===== config.mk =====
export PLATFORM = sky130hd
export DESIGN_NAME = gpio_expander
export DESIGN_NICKNAME = d
export VERILOG_FILES = /design/src/core/gpio_exp_pkg.sv /design/src/core/i2c_reg_if.sv /design/src/core/i2c_target.sv /design/src/core/gpio_expander.sv
export VERILOG_INCLUDE_DIRS = /design/src /design/src/core
export SDC_FILE = /design/constraint.sdc
export NUM_CORES = 1
export LEC_CHECK = 0
export ABC_AREA = 1
export BUFFER_PORTS_ARGS = -buffer_cell sky130_fd_sc_hd__buf_2
export CORE_MARGIN = 2
export CORE_UTILIZATION = 30
export DETAILED_ROUTE_END_ITERATION = 16
export GPL_ROUTABILITY_DRIVEN = 0
export GPL_TIMING_DRIVEN = 0
export PLACE_DENSITY_LB_ADDON = 0.12
export SLEW_MARGIN = 5
export SYNTH_ARGS = -nofsm -noshare
export SYNTH_HDL_FRONTEND = slang
export SYNTH_HIERARCHICAL = 1
export SYNTH_SLANG_ARGS = --single-unit

===== constraint.sdc =====
create_clock -name CLK_I -period 2.15 [get_ports CLK_I]
set_input_delay 0.3225 -clock CLK_I [delete_from_list [all_inputs] [get_ports CLK_I]]
set_output_delay 0.3225 -clock CLK_I [all_outputs]
set_load 0.02 [all_outputs]

===== src/core/gpio_exp_map.svh =====
// Register indices, reset values and address constants of the IO expander
`ifndef GPIO_EXP_MAP_SVH
`define GPIO_EXP_MAP_SVH
`define GPIO_EXP_IDX_IN0     3'h0
`define GPIO_EXP_IDX_IN1     3'h1
`define GPIO_EXP_IDX_OUT0    3'h2
`define GPIO_EXP_IDX_OUT1    3'h3
`define GPIO_EXP_IDX_POL0    3'h4
`define GPIO_EXP_IDX_POL1    3'h5
`define GPIO_EXP_IDX_DIR0    3'h6
`define GPIO_EXP_IDX_DIR1    3'h7
`define GPIO_EXP_OUT_RST     16'hFFFF
`define GPIO_EXP_POL_RST     16'h0000
`define GPIO_EXP_DIR_RST     16'hFFFF
`define GPIO_EXP_ADDR_BASE   4'h4
`define GPIO_EXP_BYTE_BITS   4'h8
`endif


===== src/core/gpio_exp_pkg.sv =====
// Types shared by the IO expander modules
package gpio_exp_pkg;
  typedef enum logic [2:0] {
    ST_IDLE,
    ST_ADDR,
    ST_ACK_A,
    ST_WRITE,
    ST_ACK_W,
    ST_READ,
    ST_ACK_R
  } i2c_state_t;
  typedef logic [7:0] byte_t;
endpackage : gpio_exp_pkg


===== src/core/i2c_reg_if.sv =====
// Byte path between the serial target and the register file
`timescale 1ns/100ps
interface i2c_reg_if;
  logic                 wr_stb;
  logic                 wr_first;
  gpio_exp_pkg::byte_t  wr_data;
  logic                 rd_req;
  gpio_exp_pkg::byte_t  rd_data;
  modport target (output wr_stb, output wr_first, output wr_data, output rd_req, input rd_data);
  modport regs   (input wr_stb, input wr_first, input wr_data, input rd_req, output rd_data);
endinterface : i2c_reg_if


===== src/core/i2c_target.sv =====
// Serial bus target: bit timing, address match, acknowledge and byte transfer
`timescale 1ns/100ps
`include "gpio_exp_map.svh"
module i2c_target (
  // Clock and reset
  input  wire logic        clk_i,
  input  wire logic        rst_b_i,
  // Synchronised bus lines and address
  input  wire logic        scl_i,
  input  wire logic        sda_i,
  input  wire logic [6:0]  dev_addr_i,
  // Data line pull-down
  output logic             sda_low_o,
  // Byte path
  i2c_reg_if.target        rif
);
  gpio_exp_pkg::i2c_state_t st_r;
  logic                     scl_q_r;
  logic                     sda_q_r;
  logic [3:0]               cnt_r;
  gpio_exp_pkg::byte_t      sh_r;
  gpio_exp_pkg::byte_t      tx_r;
  logic                     rw_r;
  logic                     nack_r;
  logic                     first_r;
  logic                     rise;
  logic                     fall;
  logic                     start;
  logic                     stop;

  assign rise  = scl_i & ~scl_q_r;
  assign fall  = ~scl_i & scl_q_r;
  assign start = scl_i & scl_q_r & sda_q_r & ~sda_i;
  assign stop  = scl_i & scl_q_r & ~sda_q_r & sda_i;
  // Next byte is fetched on the edge that starts a read byte
  assign rif.rd_req = fall & rw_r & ((st_r == gpio_exp_pkg::ST_ACK_A) |
                      ((st_r == gpio_exp_pkg::ST_ACK_R) & ~nack_r));

  always_ff @(posedge clk_i or negedge rst_b_i) begin
    if (!rst_b_i) begin
      scl_q_r <= 1'b1;
      sda_q_r <= 1'b1;
    end else begin
      scl_q_r <= scl_i;
      sda_q_r <= sda_i;
    end
  end

  always_ff @(posedge clk_i or negedge rst_b_i) begin
    if (!rst_b_i) begin
      st_r        <= gpio_exp_pkg::ST_IDLE;
      cnt_r       <= 4'h0;
      sh_r        <= 8'h00;
      tx_r        <= 8'h00;
      rw_r        <= 1'b0;
      nack_r      <= 1'b0;
      first_r     <= 1'b0;
      sda_low_o   <= 1'b0;
      rif.wr_stb  <= 1'b0;
      rif.wr_first<= 1'b0;
      rif.wr_data <= 8'h00;
    end else begin
      rif.wr_stb <= 1'b0;
      if (start) begin
        st_r      <= gpio_exp_pkg::ST_ADDR;
        cnt_r     <= 4'h0;
        sda_low_o <= 1'b0;
      end else if (stop) begin
        st_r      <= gpio_exp_pkg::ST_IDLE;
        sda_low_o <= 1'b0;
      end else begin
        case (st_r)
          gpio_exp_pkg::ST_ADDR, gpio_exp_pkg::ST_WRITE: begin
            if (rise) begin
              sh_r  <= {sh_r[6:0], sda_i};
              cnt_r <= cnt_r + 4'h1;
            end else if (fall && cnt_r == `GPIO_EXP_BYTE_BITS) begin
              cnt_r <= 4'h0;
              if (st_r == gpio_exp_pkg::ST_WRITE) begin
                rif.wr_stb   <= 1'b1;
                rif.wr_first <= first_r;
                rif.wr_data  <= sh_r;
                first_r      <= 1'b0;
                sda_low_o    <= 1'b1;
                st_r         <= gpio_exp_pkg::ST_ACK_W;
              end else if (sh_r[7:1] == dev_addr_i) begin // see [RQ14] [RQ11]
                rw_r      <= sh_r[0];
                first_r   <= ~sh_r[0];
                sda_low_o <= 1'b1;
                st_r      <= gpio_exp_pkg::ST_ACK_A;
              end else begin
                st_r <= gpio_exp_pkg::ST_IDLE;
              end
            end
          end
          gpio_exp_pkg::ST_ACK_A, gpio_exp_pkg::ST_ACK_W, gpio_exp_pkg::ST_ACK_R: begin
            if (rise && st_r == gpio_exp_pkg::ST_ACK_R) begin
              nack_r <= sda_i;
            end else if (fall) begin
              if (rif.rd_req) begin
                tx_r      <= {rif.rd_data[6:0], 1'b0};
                sda_low_o <= ~rif.rd_data[7];
                cnt_r     <= 4'h1;
                st_r      <= gpio_exp_pkg::ST_READ;
              end else begin
                sda_low_o <= 1'b0;
                st_r      <= (rw_r || st_r == gpio_exp_pkg::ST_ACK_R) ?
                             gpio_exp_pkg::ST_IDLE : gpio_exp_pkg::ST_WRITE;
              end
            end
          end
          gpio_exp_pkg::ST_READ: begin
            if (fall) begin
              if (cnt_r == `GPIO_EXP_BYTE_BITS) begin
                sda_low_o <= 1'b0;
                cnt_r     <= 4'h0;
                st_r      <= gpio_exp_pkg::ST_ACK_R;
              end else begin
                sda_low_o <= ~tx_r[7];
                tx_r      <= {tx_r[6:0], 1'b0};
                cnt_r     <= cnt_r + 4'h1;
              end
            end
          end
          default: begin
            sda_low_o <= 1'b0;
          end
        endcase
      end
    end
  end

  property p_ack_only_own_addr;
    @(posedge clk_i) disable iff (!rst_b_i)
      (st_r == gpio_exp_pkg::ST_ADDR) ##1 (st_r == gpio_exp_pkg::ST_ACK_A)
      |-> ($past(sh_r[7:1]) == dev_addr_i) && sda_low_o;
  endproperty
  a_ack_only_own_addr: assert property (p_ack_only_own_addr) // see [RQ14]
    else $error("acknowledged a foreign address");
endmodule : i2c_target


===== src/core/gpio_expander.sv =====
// Sixteen-pin IO expander: pin logic, registers, change interrupt, bus target
//
// Behaviour
// [RQ1] Sixteen pins, each input or output independently
// [RQ2] All pins inputs after power-up
// [RQ3] Direction and polarity change only by bus writes
// [RQ4] Polarity bit flips reported input value
// [RQ5] Input pins sampled continuously for changes
// [RQ6] Input change asserts the interrupt output
// [RQ7] Reading input state releases the interrupt
// [RQ8] Interrupt is active-low open-drain
// [RQ9] Output pins driven push-pull
// [RQ10] Hardware reset low restores register defaults
// [RQ11] Address pins pick one of eight addresses
// [RQ12] Power-on reset holds logic in defaults
// [RQ13] Output level from output register; inputs reflect pins
// [RQ14] Bus target answers own address, host clock
`timescale 1ns/100ps
`include "gpio_exp_map.svh"
module gpio_expander (
  // Clock and power-on reset
  input  wire logic        CLK_I,
  input  wire logic        RST_B_I,
  // Hardware reset pin
  input  wire logic        HW_RESET_N_I,
  // Address select pins
  input  wire logic        ADDR_SEL_0_I,
  input  wire logic        ADDR_SEL_1_I,
  input  wire logic        ADDR_SEL_2_I,
  // Serial bus
  input  wire logic        SCL_I,
  input  wire logic        SDA_I,
  output logic             SDA_O,
  output logic             SDA_OE_O,
  // Interrupt, open-drain
  output logic             IRQ_OUT_N_O,
  output logic             IRQ_OUT_N_OE_O,
  // General-purpose pins
  input  wire logic [7:0]  PORT0_PINS_I,
  output logic      [7:0]  PORT0_PINS_O,
  output logic      [7:0]  PORT0_PINS_OE_O,
  input  wire logic [7:0]  PORT1_PINS_I,
  output logic      [7:0]  PORT1_PINS_O,
  output logic      [7:0]  PORT1_PINS_OE_O
);
  i2c_reg_if   rif ();
  logic [15:0] pin_m_r;
  logic [15:0] pin_s_r;
  logic [15:0] prev_r;
  logic [1:0]  fill_r;
  logic [1:0]  bus_m_r;
  logic [1:0]  bus_s_r;
  logic [3:0]  ctl_m_r;
  logic [3:0]  ctl_s_r;
  logic [15:0] out_r;
  logic [15:0] pol_r;
  logic [15:0] dir_r;
  logic [2:0]  ptr_r;
  logic        irq_r;
  logic        sda_low;
  logic        sw_rst;
  logic        irq_set;
  logic        irq_clr;
  logic [15:0] in_view;

  function automatic gpio_exp_pkg::byte_t pick(input logic [15:0] v, input logic hi);
    pick = hi ? v[15:8] : v[7:0];
  endfunction : pick

  function automatic logic [15:0] put(input logic [15:0] v, input logic hi,
                                      input gpio_exp_pkg::byte_t b);
    put = hi ? {b, v[7:0]} : {v[15:8], b};
  endfunction : put

  // Two-stage synchronisers for every pin that comes from outside, except the clock and the power-on reset
  always_ff @(posedge CLK_I or negedge RST_B_I) begin
    if (!RST_B_I) begin
      pin_m_r <= 16'h0000;
      pin_s_r <= 16'h0000;
      bus_m_r <= 2'h3;
      bus_s_r <= 2'h3;
      ctl_m_r <= 4'h0;
      ctl_s_r <= 4'h0;
    end else begin
      pin_m_r <= {PORT1_PINS_I, PORT0_PINS_I};
      pin_s_r <= pin_m_r;
      bus_m_r <= {SCL_I, SDA_I};
      bus_s_r <= bus_m_r;
      ctl_m_r <= {HW_RESET_N_I, ADDR_SEL_2_I, ADDR_SEL_1_I, ADDR_SEL_0_I};
      ctl_s_r <= ctl_m_r;
    end
  end

  assign sw_rst  = ~ctl_s_r[3];
  assign in_view = pin_s_r ^ pol_r;                                        // see [RQ4] [RQ13]

  i2c_target u_target (
    .clk_i      (CLK_I),
    .rst_b_i    (RST_B_I),
    .scl_i      (bus_s_r[1]),
    .sda_i      (bus_s_r[0]),
    .dev_addr_i ({`GPIO_EXP_ADDR_BASE, ctl_s_r[2:0]}),                     // see [RQ11]
    .sda_low_o  (sda_low),
    .rif        (rif.target)
  );

  always_comb begin
    case (ptr_r[2:1])
      2'h0:    rif.rd_data = pick(in_view, ptr_r[0]);
      2'h1:    rif.rd_data = pick(out_r, ptr_r[0]);
      2'h2:    rif.rd_data = pick(pol_r, ptr_r[0]);
      default: rif.rd_data = pick(dir_r, ptr_r[0]);
    endcase
  end

  // Registers: power-on and hardware reset both restore defaults
  always_ff @(posedge CLK_I or negedge RST_B_I) begin
    if (!RST_B_I) begin                                                    // see [RQ12]
      out_r <= `GPIO_EXP_OUT_RST;
      pol_r <= `GPIO_EXP_POL_RST;
      dir_r <= `GPIO_EXP_DIR_RST;                                          // see [RQ2]
      ptr_r <= 3'h0;
    end else if (sw_rst) begin                                             // see [RQ10]
      out_r <= `GPIO_EXP_OUT_RST;
      pol_r <= `GPIO_EXP_POL_RST;
      dir_r <= `GPIO_EXP_DIR_RST;
      ptr_r <= 3'h0;
    end else if (rif.wr_stb && rif.wr_first) begin
      ptr_r <= rif.wr_data[2:0];
    end else if (rif.wr_stb) begin                                         // see [RQ3]
      case (ptr_r[2:1])
        2'h1:    out_r <= put(out_r, ptr_r[0], rif.wr_data);
        2'h2:    pol_r <= put(pol_r, ptr_r[0], rif.wr_data);
        2'h3:    dir_r <= put(dir_r, ptr_r[0], rif.wr_data);
        default: out_r <= out_r;
      endcase
      ptr_r <= ptr_r ^ 3'h1;
    end else if (rif.rd_req) begin
      ptr_r <= ptr_r ^ 3'h1;
    end
  end

  // Change detection on input pins; a new change wins over a read
  // Held off after reset until the synchronisers and last sample hold real pin levels
  assign irq_set = (fill_r == 2'h3) && |((pin_s_r ^ prev_r) & dir_r);      // see [RQ5]
  assign irq_clr = rif.rd_req && (ptr_r[2:1] == 2'h0);                     // see [RQ7]

  always_ff @(posedge CLK_I or negedge RST_B_I) begin
    if (!RST_B_I) begin
      prev_r <= 16'h0000;
      fill_r <= 2'h0;
      irq_r  <= 1'b0;
    end else begin
      prev_r <= pin_s_r;
      if (fill_r != 2'h3) begin
        fill_r <= fill_r + 2'h1;
      end
      if (sw_rst) begin
        irq_r <= 1'b0;
      end else if (irq_set) begin                                          // see [RQ6]
        irq_r <= 1'b1;
      end else if (irq_clr) begin
        irq_r <= 1'b0;
      end
    end
  end

  assign IRQ_OUT_N_O     = 1'b0;                                           // see [RQ8]
  assign IRQ_OUT_N_OE_O  = irq_r;
  assign SDA_O           = 1'b0;
  assign SDA_OE_O        = sda_low;
  assign PORT0_PINS_O    = out_r[7:0];                                     // see [RQ9] [RQ13]
  assign PORT1_PINS_O    = out_r[15:8];
  assign PORT0_PINS_OE_O = ~dir_r[7:0];                                    // see [RQ1]
  assign PORT1_PINS_OE_O = ~dir_r[15:8];

  property p_por_inputs;
    @(posedge CLK_I) $rose(RST_B_I) |-> dir_r == `GPIO_EXP_DIR_RST && !IRQ_OUT_N_OE_O;
  endproperty
  a_por_inputs: assert property (p_por_inputs) // see [RQ2] [RQ12]
    else $error("pins not all inputs after power-on");

  property p_hw_reset;
    @(posedge CLK_I) disable iff (!RST_B_I)
      sw_rst |=> PORT0_PINS_OE_O == 8'h00 && PORT1_PINS_OE_O == 8'h00 && pol_r == 16'h0000;
  endproperty
  a_hw_reset: assert property (p_hw_reset) // see [RQ10]
    else $error("hardware reset did not restore defaults");

  property p_dir_write;
    @(posedge CLK_I) disable iff (!RST_B_I)
      rif.wr_stb && !rif.wr_first && !sw_rst && ptr_r == `GPIO_EXP_IDX_DIR0
      |=> PORT0_PINS_OE_O == ~$past(rif.wr_data);
  endproperty
  a_dir_write: assert property (p_dir_write) // see [RQ1] [RQ3]
    else $error("direction write not applied");

  property p_dir_only_by_write;
    @(posedge CLK_I) disable iff (!RST_B_I)
      !rif.wr_stb && !sw_rst |=> $stable(dir_r) && $stable(pol_r);
  endproperty
  a_dir_only_by_write: assert property (p_dir_only_by_write) // see [RQ3]
    else $error("configuration changed without a write");

  property p_polarity_read;
    @(posedge CLK_I) disable iff (!RST_B_I)
      rif.rd_req && ptr_r == `GPIO_EXP_IDX_IN1 |-> rif.rd_data == (pin_s_r[15:8] ^ pol_r[15:8]);
  endproperty
  a_polarity_read: assert property (p_polarity_read) // see [RQ4] [RQ13]
    else $error("input read does not match pins after inversion");

  property p_change_irq;
    @(posedge CLK_I) disable iff (!RST_B_I)
      fill_r == 2'h3 && ((pin_s_r ^ prev_r) & dir_r) != 16'h0000 && !sw_rst
      |=> IRQ_OUT_N_OE_O;
  endproperty
  a_change_irq: assert property (p_change_irq) // see [RQ5] [RQ6]
    else $error("input change did not raise the interrupt");

  property p_read_clears;
    @(posedge CLK_I) disable iff (!RST_B_I)
      rif.rd_req && (ptr_r == `GPIO_EXP_IDX_IN0 || ptr_r == `GPIO_EXP_IDX_IN1) && !irq_set
      |=> !IRQ_OUT_N_OE_O;
  endproperty
  a_read_clears: assert property (p_read_clears) // see [RQ7]
    else $error("input read did not release the interrupt");

  property p_irq_holds;
    @(posedge CLK_I) disable iff (!RST_B_I)
      IRQ_OUT_N_OE_O && !irq_clr && !sw_rst |=> IRQ_OUT_N_OE_O && IRQ_OUT_N_O == 1'b0;
  endproperty
  a_irq_holds: assert property (p_irq_holds) // see [RQ8]
    else $error("interrupt released without an input read");

  property p_output_drive;
    @(posedge CLK_I) disable iff (!RST_B_I)
      rif.wr_stb && !rif.wr_first && !sw_rst && ptr_r == `GPIO_EXP_IDX_OUT0
      |=> PORT0_PINS_O == $past(rif.wr_data);
  endproperty
  a_output_drive: assert property (p_output_drive) // see [RQ9] [RQ13]
    else $error("output value write not driven");

  c_irq_then_read: cover property (@(posedge CLK_I) disable iff (!RST_B_I)
    IRQ_OUT_N_OE_O ##[1:1000] !IRQ_OUT_N_OE_O);
  c_dir_write: cover property (@(posedge CLK_I) disable iff (!RST_B_I)
    rif.wr_stb && !rif.wr_first && ptr_r == `GPIO_EXP_IDX_DIR1);
  c_hw_reset: cover property (@(posedge CLK_I) disable iff (!RST_B_I) $rose(sw_rst));
  c_read_byte: cover property (@(posedge CLK_I) disable iff (!RST_B_I) rif.rd_req);
endmodule : gpio_expander


==> metrics.csv, run 1 <==
stage;metric;value;unit
outcome;outcome;complete, no violations;
sta;hold-worst-slack;0.347;ns
worst_hold_path;hold_class;reg -> reg;
yosys;synth_cell_types;39;
sta;maxSlewViolCount;0;
sta;setup_tns;0;ns
cts;clock_latency;0.43;ns
yosys;synth_area_leaders;dfrtp_1 (41%), dfstp_2 (14%), nand2_1 (12%);
sta;rsz0062_at_grt;no;
grt;grt_overflow_total;0;
cts;cts_max_level;4;
grt;grt_pass1_vias;5421;
setup_path;cpPeakStageDelay;0.42;ns
yosys;synth.largest_area_cell;dfrtp_1;
route;drt_iter0_drc;317;
setup_path;crit_top_cell;nand2_1;
floorplanning;dieWidth;157;um
final_layout;drive_gt1_frac;0.217;
placed_design;placed_cell_area;7720;um^2
yosys;synthArstFlopShare;1.00;
cts;clockBufferDepth;2;
final_layout;nets;933;
cts;numCtsBuffers;17;
setup_path;end_kind;flop;
route;drt_pre_antenna_iters;5;
floorplanning;core;22800;um^2
sta;setup_viol;0;
sta;period_minus_slack;1.98;ns
floorplanning;die_area;24500;um^2
setup_path;slowest_stage;dfrtp_1;
route;wire_per_inst;15.8;um
floorplanning;rows;55;
cts;cts_setup_buffers;0;
yosys;syn_inst;799;
floorplanning;die_y;157;um
sta;hold_violations;0;
route;final_antenna_net_count;0;
cts;cts_tree;yes;
yosys;synth.ff_latch_count;152;
pwr;power_density;1070;nW/um^2
placed_design;portBuffers;57;
route;vias;5551;
setup_path;startpoint_type;flop;
setup_path;cp_data_required_time;2.47;ns
route;drc;0;
final_layout;antenna_cells;0;
pwr;ir_worst_vdd;0.391;mV
final_layout;finalInstanceArea;8580;um^2
yosys;syn-cell-area;6980;um^2
yosys;syn_area_per_cell;8.74;um^2
yosys;synth_edf_count;0;
grt;track_usage;0.167;
sta;finClkSkew;0.00944;ns
pwr;power;9.16;mW
final_layout;fill_cells;2348;
yosys;ys.flop_type;dfrtp_1;
flow_run;max_cap_viol_count;0;
sta;worst_slew_pin_slew;0.588;ns
sta;max_clock_freq;505;MHz
pwr;leakage;3.98;nW
setup_path;path_cells;inv_1 > buf_2 > clkbuf_2 > nand2_1 > nand2_1 > nand2_1 > o2111ai_1 > nand3b_1 > nand2_1 > nand2_1 > nand2_1 > nand3_1 > nand2_1;
floorplanning;start_util;0.307;
grt;grt_pass1_wl;30.6;mm
placed_design;hpwl;13.7;mm
sta;relSlewSlack;0.607;
sta;period_share;0.920;
route;finalWirelength;19.5;mm
setup_path;crit_buf_inv;3;
setup_path;crit_family;simple AND/OR/NAND/NOR gates;
floorplanning;io_pins;60;
cts;ctsRootBufferMaster;clkbuf_16;
final_layout;area_growth;22.9;%
setup_path;worstPathMaxFanout;10;
grt;grt_max_degree;92;
yosys;yosys_warnings;6;
grt;antenna_found_initial;0;
setup_path;critical_path_class;reg -> reg;
route;viasPerCell;4.51;
cts;path_clk_slew;0.06;ns
yosys;yosysSeqAreaShare;0.552;
yosys;synth.top_cell.area_share;0.409;
setup_path;cp_data_arrival_time;2.30;ns
cts;cts.sinks;152;
[through the flow]
| step | utilization | cells | setup WS, ns |
|---|---|---|---|
| CTS | 0.376 | 1232 | 0.0383 |
| detailed placement | 0.339 | 1177 | -0.197 |
| global placement | 0.337 | 1176 | -1.72 |
| global route | 0.377 | 1232 | 0.0226 |
| finish | 0.377 | 1232 | 0.171 |
| floorplan | - | 806 | 0.500 |
[path summary, 6_finish.rpt]
| kind | start | end | slack [ns] | depth (start not counted) |
|---|---|---|---|---|
| max in group asynchronous | RST_B_I | bus_s_r[1] | 0.88 | 3 |
| setup reg to reg | ptr_r[0] | u_target/sda_low_o | 0.17 | 13 |
| hold reg to reg | pin_m_r[5] | pin_s_r[5] | 0.35 | 0 |
| setup / recovery | ptr_r[0] | u_target/sda_low_o | 0.17 | 13 |
| min in group asynchronous | RST_B_I | pin_s_r[2] | 0.42 | 2 |
| hold / removal | pin_m_r[5] | pin_s_r[5] | 0.35 | 0 |
[routing by layer]
| layer | share of wire | vias up | global-route usage |
|---|---|---|---|
| li1 | - | 2766 | - |
| met3 | 0.042 | 19 | 0.0343 |
| met1 | 0.49 | 2645 | 0.230 |
| met5 | 0 | - | 0 |
| met4 | 0.020 | 0 | 0.0577 |
| met2 | 0.45 | 121 | 0.261 |
[flip-flops by register name, indices dropped and copies added (netlist names), 3 cells and up]
name,flops
prev_r,16
pin_s_r,16
u_target/sh_r,8
u_target/tx_r,7
pin_m_r,16
out_r,16
u_target/st_r,3
ptr_r,3
u_target/cnt_r,4
ctl_s_r,4
pol_r,16
ctl_m_r,4
u_target/rif.wr_data,8
dir_r,16
[area by class of cell]
cell class | instances | area, um^2 | area share
plain buffers | 27 | 181 | 0.0211
inverters | 85 | 319 | 0.0372
repair buffers | 81 | 553 | 0.0644
multi-input cells | 542 | 2680 | 0.312
clock inverters | 12 | 165 | 0.0192
well taps | 313 | 392 | 0.0456
clock buffers | 20 | 447 | 0.0520
flip-flops and latches | 152 | 3850 | 0.449
[cells in the final DEF, fill, tap and decap left out, drive strengths merged, types with 23 or more instances in the layout]
cell type and count:
nor2 86, nand2 234, o21ai 90, clkbuf 30, nand3 23, dlygate4sd3 23
a21oi 30, dfrtp 114, dfstp 38, inv 87, buf 75
[power breakdown]
part	total, mW	switching [mW]	internal, mW
Sequential	3.72	0.363	3.36
Combinational	2.28	1.47	0.816
Clock	3.16	1.28	1.88
[Yosys cell counts (11+ instances only)]
cell type / n
dfstp_2: 38
nand2_1: 221
o21ai_1: 39
nand2_2: 13
inv_1: 71
inv_2: 12
o21ai_2: 11
nor2_1: 76
a21oi_1: 29
dfrtp_1: 114
o21ai_0: 40
nand3_1: 22
[cells by family (layout without fill, tap and decap cells)]
kind of cell | after synthesis | count (layout) | synth area share
adders and majority gates | 3 | 3 | 0.00538
and+or+nand+nor | 355 | 355 | 0.213
other | 2 | 9 | 0.00108
DFF | 152 | 152 | 0.552
AOI/OAI and AO/OA | 146 | 146 | 0.121
buffers and inverters | 112 | 225 | 0.0693
xor gates and xnor gates | 19 | 19 | 0.0238
muxes | 10 | 10 | 0.0151
[timing repair]
action                     CTS  global route
setup endpoints to repair    3             1
gates resized for setup      3            11
hold endpoints to repair    65             0
hold buffers                23             0
(Power assumes the default switching activity.)
==> run 2: changes to the inputs <==
REMOVE_ABC_BUFFERS = 1   (was default)
SKIP_LAST_GASP = 1   (was default)
==> metrics.csv, run 2 (synthesis results as in run 1) <==
stage;metric;value;unit;change
sta;hold_violations;0;;unchanged
floorplanning;core;22800;um^2;unchanged
floorplanning;die_area;24500;um^2;unchanged
setup_path;cp_data_required_time;2.48;ns;about the same
pwr;leakage;3.87;nW;-2.6%
outcome;outcome;complete, no violations;;
final_layout;drive_gt1_frac;0.202;;-0.0150
setup_path;crit_top_cell;nand2_1;;
cts;ctsRootBufferMaster;clkbuf_16;;
cts;cts.sinks;152;;unchanged
grt;grt_overflow_total;0;;unchanged
cts;clockBufferDepth;2;;unchanged
sta;rsz0062_at_grt;yes;;
cts;numCtsBuffers;17;;unchanged
pwr;clock_power_share;0.349;;+0.004
setup_path;startpoint_type;flop;;
route;wire_per_inst;14.6;um;-7.6%
cts;cts_tree;yes;;
worst_hold_path;hold_class;reg -> reg;;
floorplanning;dieWidth;157;um;unchanged
grt;gr-usage-met3;0.0374;;+0.00305
floorplanning;rows;55;;unchanged
pwr;power_density;1070;nW/um^2;+0.11%
route;viasPerCell;4.41;;-2.1%
setup_path;rrSetupSlack;0.1;ns;-0.07 ns
sta;period_minus_slack;2.05;ns;+0.0723 ns
grt;grt_pass1_vias;5113;;-5.7%
placed_design;place_inst;1151;;-2.2%
route;drt_iter0_drc;329;;+3.8%
final_layout;nets;907;;-2.8%
grt;track_usage;0.152;;-0.0146
final_layout;final_cell_count_no_fill;1206;;-2.1%
setup_path;cpPeakStageDelay;0.66;ns;+0.24 ns
flow_run;max_cap_viol_count;0;;unchanged
route;finalWirelength;17.6;mm;-9.5%
sta;max_clock_freq;487;MHz;-3.5%
floorplanning;start_util;0.307;;unchanged
sta;worst_slack;0.0987;ns;-0.0723 ns
pwr;power.share.sequential;0.413;;+0.007
route;final_antenna_net_count;0;;unchanged
final_layout;antenna_cells;0;;unchanged
route;vias;5318;;-4.2%
cts;clock_latency;0.44;ns;about the same
pwr;combPwrFrac;0.238;;-0.011
sta;relSlewSlack;0.420;;-0.187
placed_design;portBuffers;57;;unchanged
final_layout;fill_cells;2354;;+0.26%
final_layout;layout_common_cells;nand2_1 (221), dfrtp_1 (112), nor2_1 (76);;
sta;period_share;0.954;;+0.0336
setup_path;critical_path_class;reg -> reg;;
grt;gr-usage-met1;0.217;;-0.0131
cts;path_clk_slew;0.07;ns;about the same
setup_path;path_cells;inv_2 > nor2_1 > nand2_1 > o2111ai_1 > nand3b_1 > nand2_1 > nand2_1 > nand2_1 > nand3_1 > nand2_1;;
route;drt_pre_antenna_iters;6;;+1
pwr;switching_share;0.332;;-0.00810
final_layout;ff_latch_area;3860;um^2;+0.13%
grt;top_usage_layer;met2;;
setup_path;end_kind;flop;;
final_layout;mostFrequentLayoutCell;nand2_1;;
final_layout;multi_input_area;2670;um^2;about the same
cts;cts_setup_buffers;0;;unchanged
sta;maxSlewViolCount;0;;unchanged
grt;grt_pass1_wl;28.2;mm;-7.8%
placed_design;dp_slack;-0.506;ns;-0.309 ns
pwr;net-switching-power;2.99;mW;-4.0%
pwr;internal_power;6.03;mW;-0.44%
final_layout;utilization;0.370;;-0.00659
floorplanning;die_y;157;um;unchanged
cts;cts_max_level;4;;unchanged
placed_design;hpwl;11.8;mm;-14%
setup_path;slowest_stage;nor2_1;;
setup_path;cp_data_arrival_time;2.38;ns;+0.08 ns
sta;worst_slew_pin_slew;0.867;ns;+0.278 ns
final_layout;area_growth;20.8;%;
grt;globalRouteMet2Util;0.233;;-0.0279
sta;hold-worst-slack;0.335;ns;-0.0120 ns
route;drc;0;;unchanged
setup_path;worstPathMaxFanout;8;;-2
sta;setup_viol;0;;unchanged
grt;antenna_found_initial;0;;unchanged
floorplanning;io_pins;60;;unchanged
sta;setup_tns;0;ns;unchanged
pwr;ir_worst_vdd;0.398;mV;+1.9%
sta;finClkSkew;0.0110;ns;+0.00152 ns
grt;grt_max_degree;84;;-8.7%
-- run 2: cell types whose count changed in the layout (fill, tap and decap cells not counted), moves of 3 or more --
cell      previous run  this run
buf_6                3         0
clkbuf_4             3         0
buf_2               63        56
buf_4                6         0
clkbuf_2             3         0
clkbuf_1             6         1
-- run 2: cell type report --
| cell class | instances | share of cell area |
|---|---|---|
| Clock inverter | 11 | 0.0172 |
| Tap cell | 313 | 0.0464 |
| Inverter | 85 | 0.0384 |
| Clock buffer | 21 | 0.0558 |
| Timing Repair Buffer | 82 | 0.0679 |
| Multi-Input combinational cell | 542 | 0.317 |
| Sequential cell | 152 | 0.457 |
-- run 2: critical path: cells and delay by family, from the launching register on --
kind / cells / cell delay, ns
AOI/OAI and AO/OA: 1 / 0.18
and+or+nand+nor: 8 / 1.25
buffers and inverters: 1 / 0.07
DFF: 1 / 0.45
-- run 2: power groups by stage --
| stage | Clock (mW) | Combinational, mW | Sequential, mW |
|---|---|---|---|
| 2_1_floorplan | 0 | 1.42 | 3.78 |
| 3_3_place_gp | 0 | 2.06 | 3.82 |
| 6_report | 3.14 | 2.15 | 3.72 |
| 5_1_grt | 3.34 | 2.44 | 3.79 |
| 4_1_cts | 3.23 | 2.18 | 3.72 |
| 3_5_place_dp | 0 | 2.14 | 3.77 |
-- run 2: worst paths after layout --
check / startpoint / end / depth (start not counted)
setup / recovery: ptr_r[2] / u_target/sda_low_o / 10
hold / removal: pin_m_r[1] / pin_s_r[1] / 0
setup reg to reg: ptr_r[2] / u_target/sda_low_o / 10
hold reg to reg: pin_m_r[1] / pin_s_r[1] / 0
max in group asynchronous: RST_B_I / out_r[8] / 3
min in group asynchronous: RST_B_I / pin_s_r[4] / 2
-- run 2: timing repair --
| item | in CTS | in global routing |
|---|---|---|
| setup endpoints to repair | 51 | 6 |
| pin swaps | 0 | 0 |
| resized for setup | 2 | 2 |
| hold buffers | 23 | 0 |
| endpoints found under the hold margin | 70 | 0 |
-- run 2: stage by stage --
step	power, mW	area [um^2]
after detailed placement	5.91	7580
final	9.01	8430
after global placement	5.88	7520
after floorplan	5.20	6840
after CTS	9.13	8430
after global routing	9.57	8430
-- run 2: routing by layer --
layer	routed length, um	up-vias
li1	-	2718
met5	0	-
met4	133	0
met1	8850	2486
met2	7890	105
met3	754	9
